## src/verilog/spc_defs.vh

```
// Constants for the SDRAM pin control block
`ifndef SPC_DEFS_VH
`define SPC_DEFS_VH

// SDRAM space: top two address bits
`define SPC_SPACE_HI 31
`define SPC_SPACE_LO 30
`define SPC_SPACE_CODE 2'h1
// Bank select decode bits within SDRAM space
`define SPC_BANK_HI 29
`define SPC_BANK_LO 28
// Reserved region inside SDRAM space: bits 27:26 all ones
`define SPC_RSV_HI 27
`define SPC_RSV_LO 26
`define SPC_RSV_CODE 2'h3
// Word address bit that picks the half of a 64-bit bus
`define SPC_WORD_BIT 0
// Row address bit carried on the dedicated bit-10 pin
`define SPC_A10_BIT 10

// Command codes {row strobe, column strobe, write enable}, active low
`define SPC_CMD_NOP 3'h7
`define SPC_CMD_ACT 3'h3
`define SPC_CMD_READ 3'h5
`define SPC_CMD_WRITE 3'h4
`define SPC_CMD_PRE 3'h2
`define SPC_CMD_REF 3'h1
`define SPC_CMD_MRS 3'h0

// Operation request codes
`define SPC_OP_NONE 3'h0
`define SPC_OP_READ 3'h1
`define SPC_OP_WRITE 3'h2
`define SPC_OP_REFRESH 3'h3
`define SPC_OP_PRECHARGE 3'h4
`define SPC_OP_MODE 3'h5
`define SPC_OP_SELF_REF 3'h6
`define SPC_OP_SUSPEND 3'h7

`endif

```

## src/verilog/spc_sdram_pin_control.v

```verilog
// SDRAM command, select, mask and clock-enable pin driver
`timescale 1ns/1ps
`include "spc_defs.vh"

// Notes on behaviour
// [RL1] One bank select low on each read or write in SDRAM space, not reserved; one accepted to wake from self-refresh or suspend selects none.
// [RL2] Only the bus master drives bank selects; others leave them floating.
// [RL3] Row strobe low marks a valid row address in reads and writes.
// [RL4] Column strobe low marks a valid column address in reads and writes.
// [RL5] Other operations encode their command on row, column, write enable.
// [RL6] With column strobe low, write enable low on writes, high on reads.
// [RL7] Masks stay low on reads; they matter only with column strobe low.
// [RL8] Writes to odd words on a 64-bit bus raise the low-half mask.
// [RL9] High-half mask on single even-word writes, or always on 32-bit bus.
// [RL10] A dedicated bit-10 pin allows refresh while others use the bus.
// [RL11] Clock enable drops for self-refresh and suspend, rises on exit.
// [RL12] On host grant, self-refresh and float outputs until request ends.
// [RL13] Bank select chosen by decoding two address bits in SDRAM space.
module spc_sdram_pin_control #(
  parameter ADDR_WIDTH = 32
) (
  input wire clock,
  input wire rst_n,
  input wire bus_master,
  input wire bus_32bit,
  input wire [2:0] op_req,
  input wire op_single_word,
  input wire [ADDR_WIDTH-1:0] op_addr,
  input wire host_bus_request,
  input wire outstanding_busy,
  output reg op_accept,
  output reg [3:0] sdram_bank_select_n_o,
  output reg sdram_bank_select_oe,
  output reg row_strobe_n_o,
  output reg column_strobe_n_o,
  output reg sdram_write_enable_n_o,
  output reg low_half_data_mask_o,
  output reg high_half_data_mask_o,
  output reg sdram_addr_bit10_o,
  output reg sdram_clock_enable_o,
  output reg sdram_pins_oe,
  output reg host_bus_grant_o,
  output reg host_bus_grant_oe
);

  //////////////////////////////////////////////////////////////////////////
  // Reset release and state codes

  localparam ST_RUN = 3'h0;
  localparam ST_SUSP = 3'h1;
  localparam ST_SELF = 3'h2;
  localparam ST_HOST = 3'h3;
  localparam ST_COL = 3'h4;

  reg rst_meta_n;
  reg rst_sync_n;

  always @(posedge clock or negedge rst_n) begin
    if (!rst_n) begin
      rst_meta_n <= 1'b0;
      rst_sync_n <= 1'b0;
    end else begin
      rst_meta_n <= 1'b1;
      rst_sync_n <= rst_meta_n;
    end
  end

  //////////////////////////////////////////////////////////////////////////
  // Request decode

  reg [2:0] state;
  reg [2:0] next_state;
  reg [2:0] col_cmd;
  reg [3:0] col_sel_n;
  reg col_low_half_data_mask;
  reg col_high_half_data_mask;
  reg [2:0] next_cmd;
  reg [3:0] next_sel_n;
  reg next_low_half_data_mask;
  reg next_high_half_data_mask;
  reg next_a10;
  reg next_accept;
  reg in_space;

  wire is_rw = (op_req == `SPC_OP_READ) || (op_req == `SPC_OP_WRITE);
  wire is_write = (op_req == `SPC_OP_WRITE);
  wire wr_low_half_data_mask = op_addr[`SPC_WORD_BIT] && !bus_32bit;
  wire wr_high_half_data_mask = bus_32bit || (op_single_word && !op_addr[`SPC_WORD_BIT]);

  always @* begin
    next_state = state;
    next_cmd = `SPC_CMD_NOP;
    next_sel_n = 4'hf;
    next_low_half_data_mask = 1'b0;
    next_high_half_data_mask = 1'b0;
    next_a10 = 1'b0;
    next_accept = 1'b0;
    in_space = (op_addr[`SPC_SPACE_HI:`SPC_SPACE_LO] == `SPC_SPACE_CODE) &&
      (op_addr[`SPC_RSV_HI:`SPC_RSV_LO] != `SPC_RSV_CODE);
    case (state)
      ST_RUN: begin
        // Grant waits for the outstanding transaction to finish
        if (host_bus_request && bus_master && !outstanding_busy) begin
          next_cmd = `SPC_CMD_REF; // [RL12]
          next_sel_n = 4'h0;
          next_state = ST_SELF;
        end else if (!bus_master || op_req == `SPC_OP_NONE) begin
          next_cmd = `SPC_CMD_NOP;
        end else if (is_rw) begin
          next_accept = 1'b1;
          if (in_space) begin
            // Row first, column on the next cycle
            next_cmd = `SPC_CMD_ACT; // [RL3]
            next_sel_n = ~(4'h1 <<
              op_addr[`SPC_BANK_HI:`SPC_BANK_LO]); // [RL1] [RL13]
            next_a10 = op_addr[`SPC_A10_BIT]; // [RL10]
            next_state = ST_COL;
          end
        end else begin
          next_accept = 1'b1;
          next_sel_n = 4'h0;
          case (op_req)
            `SPC_OP_REFRESH: begin
              // Refresh needs no address bus, only the bit-10 pin
              next_cmd = `SPC_CMD_REF; // [RL10]
            end
            `SPC_OP_PRECHARGE: begin
              next_cmd = `SPC_CMD_PRE; // [RL5]
              next_a10 = 1'b1; // [RL10]
            end
            `SPC_OP_MODE: next_cmd = `SPC_CMD_MRS; // [RL5]
            `SPC_OP_SELF_REF: begin
              next_cmd = `SPC_CMD_REF; // [RL11]
              next_state = ST_SELF;
            end
            `SPC_OP_SUSPEND: begin
              next_sel_n = 4'hf;
              next_state = ST_SUSP; // [RL11]
            end
            default: next_sel_n = 4'hf;
          endcase
        end
      end
      ST_SUSP, ST_SELF: begin
        if (state == ST_SELF && host_bus_request && bus_master &&
            host_bus_grant_o == 1'b0) begin
          next_state = ST_HOST; // [RL12]
        end else if (bus_master && op_req != `SPC_OP_NONE &&
                     !host_bus_request) begin
          next_state = ST_RUN; // [RL11]
          next_accept = 1'b1;
        end
      end
      ST_COL: begin
        // Column half; bit 10 low, so no automatic precharge
        next_cmd = col_cmd; // [RL4] [RL6]
        next_sel_n = col_sel_n;
        next_low_half_data_mask = col_low_half_data_mask; // [RL8]
        next_high_half_data_mask = col_high_half_data_mask; // [RL9]
        next_state = ST_RUN;
      end
      ST_HOST: begin
        if (!host_bus_request) begin
          next_state = ST_RUN; // [RL12]
        end
      end
      default: next_state = ST_RUN;
    endcase
  end

  //////////////////////////////////////////////////////////////////////////
  // Pin registers

  always @(posedge clock or negedge rst_sync_n) begin
    if (!rst_sync_n) begin
      state <= ST_RUN;
      col_cmd <= `SPC_CMD_NOP;
      col_sel_n <= 4'hf;
      col_low_half_data_mask <= 1'b0;
      col_high_half_data_mask <= 1'b0;
      op_accept <= 1'b0;
      sdram_bank_select_n_o <= 4'hf;
      sdram_bank_select_oe <= 1'b0;
      row_strobe_n_o <= 1'b1;
      column_strobe_n_o <= 1'b1;
      sdram_write_enable_n_o <= 1'b1;
      low_half_data_mask_o <= 1'b0;
      high_half_data_mask_o <= 1'b0;
      sdram_addr_bit10_o <= 1'b0;
      sdram_clock_enable_o <= 1'b1;
      sdram_pins_oe <= 1'b0;
      host_bus_grant_o <= 1'b0;
      host_bus_grant_oe <= 1'b0;
    end else begin
      state <= next_state;
      if (next_state == ST_COL) begin
        col_cmd <= is_write ? `SPC_CMD_WRITE : `SPC_CMD_READ;
        col_sel_n <= next_sel_n;
        col_low_half_data_mask <= is_write && wr_low_half_data_mask; // [RL8]
        col_high_half_data_mask <= is_write && wr_high_half_data_mask; // [RL9]
      end
      op_accept <= next_accept;
      sdram_bank_select_n_o <= next_sel_n;
      {row_strobe_n_o, column_strobe_n_o,
        sdram_write_enable_n_o} <= next_cmd; // [RL4] [RL5] [RL6]
      // Masks are zero whenever the command is not a write
      low_half_data_mask_o <= next_low_half_data_mask; // [RL7]
      high_half_data_mask_o <= next_high_half_data_mask; // [RL7]
      sdram_addr_bit10_o <= next_a10;
      // Clock enable low in both low-power states and while host owns bus
      sdram_clock_enable_o <= (next_state == ST_RUN) ||
        (next_state == ST_COL); // [RL11]
      // Only the master drives; host grant floats the SDRAM pins
      sdram_bank_select_oe <= bus_master &&
        (next_state != ST_HOST); // [RL2] [RL12]
      sdram_pins_oe <= bus_master && (next_state != ST_HOST); // [RL12]
      host_bus_grant_o <= (next_state == ST_HOST); // [RL12]
      host_bus_grant_oe <= bus_master;
    end
  end

endmodule
```

## config.mk

```make
export PLATFORM = sky130hd
export DESIGN_NAME = spc_sdram_pin_control
export DESIGN_NICKNAME = d
export VERILOG_FILES = /design/src/verilog/spc_sdram_pin_control.v
export VERILOG_INCLUDE_DIRS = /design/src /design/src/verilog
export SDC_FILE = /design/constraint.sdc
export NUM_CORES = 1
export LEC_CHECK = 0
export BUFFER_PORTS_ARGS = -buffer_cell sky130_fd_sc_hd__buf_2
export CORE_AREA = 2 2 66 68
export CTS_BUF_LIST = sky130_fd_sc_hd__clkbuf_4
export CTS_CLUSTER_SIZE = 28
export DETAILED_ROUTE_END_ITERATION = 12
export DIE_AREA = 0 0 68 70
export GPL_TIMING_DRIVEN = 0
export PLACE_DENSITY = 0.56
export SLEW_MARGIN = 20
export SYNTH_ARGS = -nofsm -noshare
export SYNTH_HDL_FRONTEND = slang
export SYNTH_SLANG_ARGS = --single-unit
export TNS_END_PERCENT = 1
```

## constraint.sdc

```tcl
create_clock -name clock -period 1.1 [get_ports clock]
set_input_delay 0.165 -clock clock [delete_from_list [all_inputs] [get_ports clock]]
set_output_delay 0.165 -clock clock [all_outputs]
set_load 0.01 [all_outputs]
```

After elaboration in Yosys (flattened, before gate mapping)
Index checks and enable logic that the tools add are counted.
W data, S select, Z words.
Operators by class
  shift operators: 1
  reduce and logical (&&, ||, !) cells: 29
  mux-type cells: 35
  bitwise gates (word level): 2
  equal/unequal tests: 16
Operators with widths (number)
  $mux W3: 11
  $mux W4: 5
  $eq A3 B3 Y1 const B: 6
  $pmux W3 S3: 2
  $eq A3 B2 Y1 const B: 5
  $logic_and A1 B1 Y1: 13
  $mux W1: 13
  $pmux W3 S2: 2
  $logic_not A3 Y1: 3
  $pmux W4 S2: 1
  $eq A3 B1 Y1 const B: 2
  $logic_not A1 Y1: 5
  $logic_or A1 B1 Y1: 4
  $not A4 Y4: 1
  $reduce_or A2 Y1: 2
  $reduce_or A4 Y1: 1
  $shl A1 B2 Y4 const A: 1
  $ne A3 B2 Y1 const B: 1
  $reduce_bool A3 Y1: 1
  $eq A2 B1 Y1 const B: 1
  $ne A2 B2 Y1 const B: 1
  $pmux W1 S2: 1
  $not A1 Y1: 1
Word-level totals
  logic and storage cells: 102
  flip-flop bits (word level): 29
  output and inout bits: 16

Depth between registers and ports, before layout
  depth in word-level cells: 9
  mapped depth: 6

Least setup slack after synthesis
No wires, ideal clock.
  kind: reg-to-reg
  start: register state[2]
  end: register col_high_half_data_mask
  cell stages (with the launch flop): 6
  library setup time: 0.125 ns
  path slack: -0.412 ns
  data arrival time: 1.387 ns
  clock period less this slack: 1.512 ns
  cell sequence: dfrtp_1 -> clkbuf_1 -> nor3_1 -> and4bb_1 -> buf_6 -> mux2_4
On the way
  word-level cells in the longest chain between the ends: 7
RTL lines
  from (decl): line spc_sdram_pin_control.v:71  | reg [2:0] state;
  from (signal assigned): line spc_sdram_pin_control.v:195  | state <= next_state;
  $eq A3 B2 Y1: line spc_sdram_pin_control.v:100, spc_sdram_pin_control.v:145
  $logic_and A1 B1 Y1 (3 in series): line spc_sdram_pin_control.v:145  | if (state == ST_SELF && host_bus_request && bus_master &&
  $mux W3: line spc_sdram_pin_control.v:145
  $pmux W3 S3 *: line spc_sdram_pin_control.v:100  | case (state)
  net next_state[2]: line spc_sdram_pin_control.v:72  | reg [2:0] next_state;
  $eq A3 B3 Y1 *: line spc_sdram_pin_control.v:196  | if (next_state == ST_COL) begin
  to (signal assigned): line spc_sdram_pin_control.v:200  | col_high_half_data_mask <= is_write && wr_high_half_data_mask;
  to (decl): line spc_sdram_pin_control.v:76  | reg col_high_half_data_mask;
The timed path passes the listed nets; every way through them passes the cells marked *.
A chain may end at the register's enable or synchronous reset.

Final worst setup path
  start: register state[0]
  end: register sdram_bank_select_n_o[2]
On the way
  word-level cells in the longest chain between the ends: 2
RTL lines
  $eq A3 B3 Y1 or $logic_not A3 Y1 (tied branches): line spc_sdram_pin_control.v:100
  $pmux W4 S2 *: line spc_sdram_pin_control.v:100
  net next_sel_n[2]: line spc_sdram_pin_control.v:78  | reg [3:0] next_sel_n;
  to (signal assigned): line spc_sdram_pin_control.v:203  | sdram_bank_select_n_o <= next_sel_n;
  to (decl): line spc_sdram_pin_control.v:32  | output reg [3:0] sdram_bank_select_n_o,
Marked as above.

==> out/summary.txt <==
Vias in the first global route -> 1,145
Top-Level Pins -> 58
Die width -> 68 µm
Synthesized area -> 1369 µm²
Sequential fraction of the synthesis area -> 52.47%
RD Place Congestion -> 0.8701
CP required -> 1.38 ns
Final Cycle Share -> 140.4%
Cell count after synthesis -> 119
Die outline height -> 70 µm
Ys async rst share -> 100.0%
Most frequent cells in the layout -> buf_2, dfstp_2, dfrtp_1
Synthesized Nets -> 161
Power Dens Cells -> 1844 nW/µm²
Failing checks -> negative setup slack
Main flop type after synthesis -> dfstp_2
Slowest stage delay, CP -> 0.40 ns
CP Buf/Inv Count -> 2
Count of cell types in the netlist -> 44
Clock Sinks -> 28
Die area -> 4760 µm²
Fillers -> 411
Slowest CP cell -> dfrtp_1
DR WL/cell -> 14.52 µm
Final setup violation count -> 30
H-tree Lvls -> 1
Initial antenna violation count -> 0
Clk buf depth -> 2
Cell Chain, Critical Path -> buf_6, nor4b_4, buf_4, o211ai_1, o22a_1
Finished Cell Area -> 1799 µm²
Via density -> 4.953
Startpoint Class -> flop
Root buffer cell -> clkbuf_4
Antenna cells -> 0
Ys Warns -> 0
Rows -> 24
Layout area overhead -> 31.44%
Peak fanout along the critical path -> 6
WHS -> 0.09748 ns
Most common cell after layout, fill and taps aside -> buf_2
Clock transition at the registers of the reported paths -> 0.15 ns
RSZ-0062 raised after global routing -> true
Setup CP Type -> reg2reg
Maxcap violations -> 0
Nets -> 203
Iteration-0 DRC Markers -> 28
Detailed placement HPWL -> 2.247 mm
Worst-Margin Slew -> 0.5548 ns
Crit path DAT -> 1.83 ns
Worst slew margin -> 63.01%
Syn avg cell area -> 11.50 µm²
CTS tree -> yes
Final WL -> 3.079 mm
Cell family with most CP delay -> compound AO/OA/AOI/OAI gates
PortBufs -> 32
TNS Setup -> -6.773 ns
Final Util -> 43.42%
Register Area -> 720.7 µm²
Footprint of the multi-input gates -> 610.6 µm²
Leak pwr -> 0.8116 nW
Min Tclk post-route -> 1.544 ns
Latest clock arrival within the worst-skew pair -> 0.33 ns
Worst setup margin -> -0.4441 ns
Final Hold Fails -> 0
Initial Util -> 33.03%
Total CTS buffers -> 3
VDD IR-drop max -> 722.9 µV
FMAX -> 647.6 MHz
DRC errors left -> 0
Largest net degree at the start of global routing -> 27
Max-slew violation count -> 0
Worst Hold Class -> in2reg
Yosys reg bits -> 28
GRT Overall Usage -> 14.08%
Pre-CTS WS -> -0.5106 ns
Drt first pass iters -> 4
First-pass GRT wire length -> 5.085 mm
GRT overflow -> 0
Outcome -> finished with violations
Core area -> 4144 µm²
Placed Area -> 1625 µm²
CP Capture Type -> flop
Setup Skew -> 0.009286 ns
Vias -> 1,050
EDFF count, synth -> 0
ANT nets after route -> 0
Fraction of layout cells with a size suffix above 1 -> 51.88%
## sequential cells by signal, summed over array words and instances, names as in the netlist, 2 cells and up
signal	count
col_sel_n	4
sdram_bank_select_n_o	4
state	3
col_cmd	2
## per-layer routing
layer / share of wire (%) / global-route usage (%) / up-vias
met5: 0 / 0 / -
met3: 3.4 / 1.449 / 4
met4: 1.7 / 6.889 / 0
li1: - / - / 504
met2: 53 / 24.49 / 22
met1: 42 / 16.75 / 520
## Yosys cell counts, types with 2 or more instances
| master | instances | area (µm²) |
|---|---|---|
| buf_4 | 3 | 22.52 |
| nor2_1 | 7 | 26.28 |
| nand2_1 | 10 | 37.54 |
| a21oi_1 | 7 | 35.03 |
| inv_1 | 8 | 30.03 |
| dfrtp_1 | 14 | 350.3 |
| nand3b_1 | 2 | 15.01 |
| nor3_1 | 5 | 25.02 |
| nand2b_1 | 2 | 12.51 |
| dfstp_2 | 14 | 367.9 |
| and3_1 | 3 | 18.77 |
| o211ai_1 | 3 | 22.52 |
| mux2_4 | 6 | 90.09 |
| o21ai_0 | 2 | 10.01 |
| buf_2 | 2 | 10.01 |
| o22a_1 | 3 | 26.28 |
## report_power, final
part / total [mW] / internal (mW) / switching, mW
combinational: 1.18 / 0.626 / 0.558
sequential: 1.46 / 1.31 / 0.150
clock: 0.674 / 0.369 / 0.305
total: 3.32 / 2.30 / 1.01
## worst min-delay path: stages
cell	delay [ns]
buf_2	0.10
nand4_1	0.09
a21oi_2	0.06
## path summary, 6_finish.rpt
| path | from | end | slack [ns] | cells after the start |
|---|---|---|---|---|
| min in group asynchronous | rst_n | rst_sync_n$_DFF_PN0_ | 0.11 | 2 |
| setup reg to reg | state[0]$_DFF_PN0_ | sdram_bank_select_n_o[2]$_DFF_PN1_ | -0.44 | 5 |
| setup / recovery | state[0]$_DFF_PN0_ | sdram_bank_select_n_o[2]$_DFF_PN1_ | -0.44 | 5 |
| max in group asynchronous | rst_sync_n$_DFF_PN0_ | state[1]$_DFF_PN0_ | 0.42 | 0 |
| hold reg to reg | rst_sync_n$_DFF_PN0_ | col_low_half_data_mask$_DFFE_PN0N_ | 0.27 | 0 |
| hold / removal | op_addr[10] | sdram_addr_bit10_o$_DFF_PN0_ | 0.1 | 3 |
## final cells by class
type / count / share of cell area [%]
Clock inverter: 1 / 1.669
Buffer: 7 / 3.755
Timing Repair Buffer: 37 / 14.05
Sequential cell: 28 / 40.06
Inverter: 8 / 1.669
Tap cell: 52 / 3.616
Clock buffer: 3 / 1.252
Multi-Input combinational cell: 76 / 33.94
## through the flow
stage	total power, mW	std cells
after floorplan	2.103	119
after global placement	2.389	203
after detailed placement	2.414	203
after CTS	3.289	211
after global routing	3.516	212
final	3.318	212
## cell families after synthesis
kind of cell | share of synthesized area (%)
other cells | 0.2740
flops | 52.47
simple gates | 16.36
mux | 7.313
buf+inv | 5.667
compound gates | 15.45
xor+xnor | 2.469
## what timing repair did
item                                    CTS  global route
endpoints found under the hold margin     2             1
setup buffers                             3             0
pin swaps                                 4             3
resized for setup                        12             5
hold buffers                              1             1
endpoints found under the setup margin   46            35
Note: power is estimated with default switching activity, not from simulation.
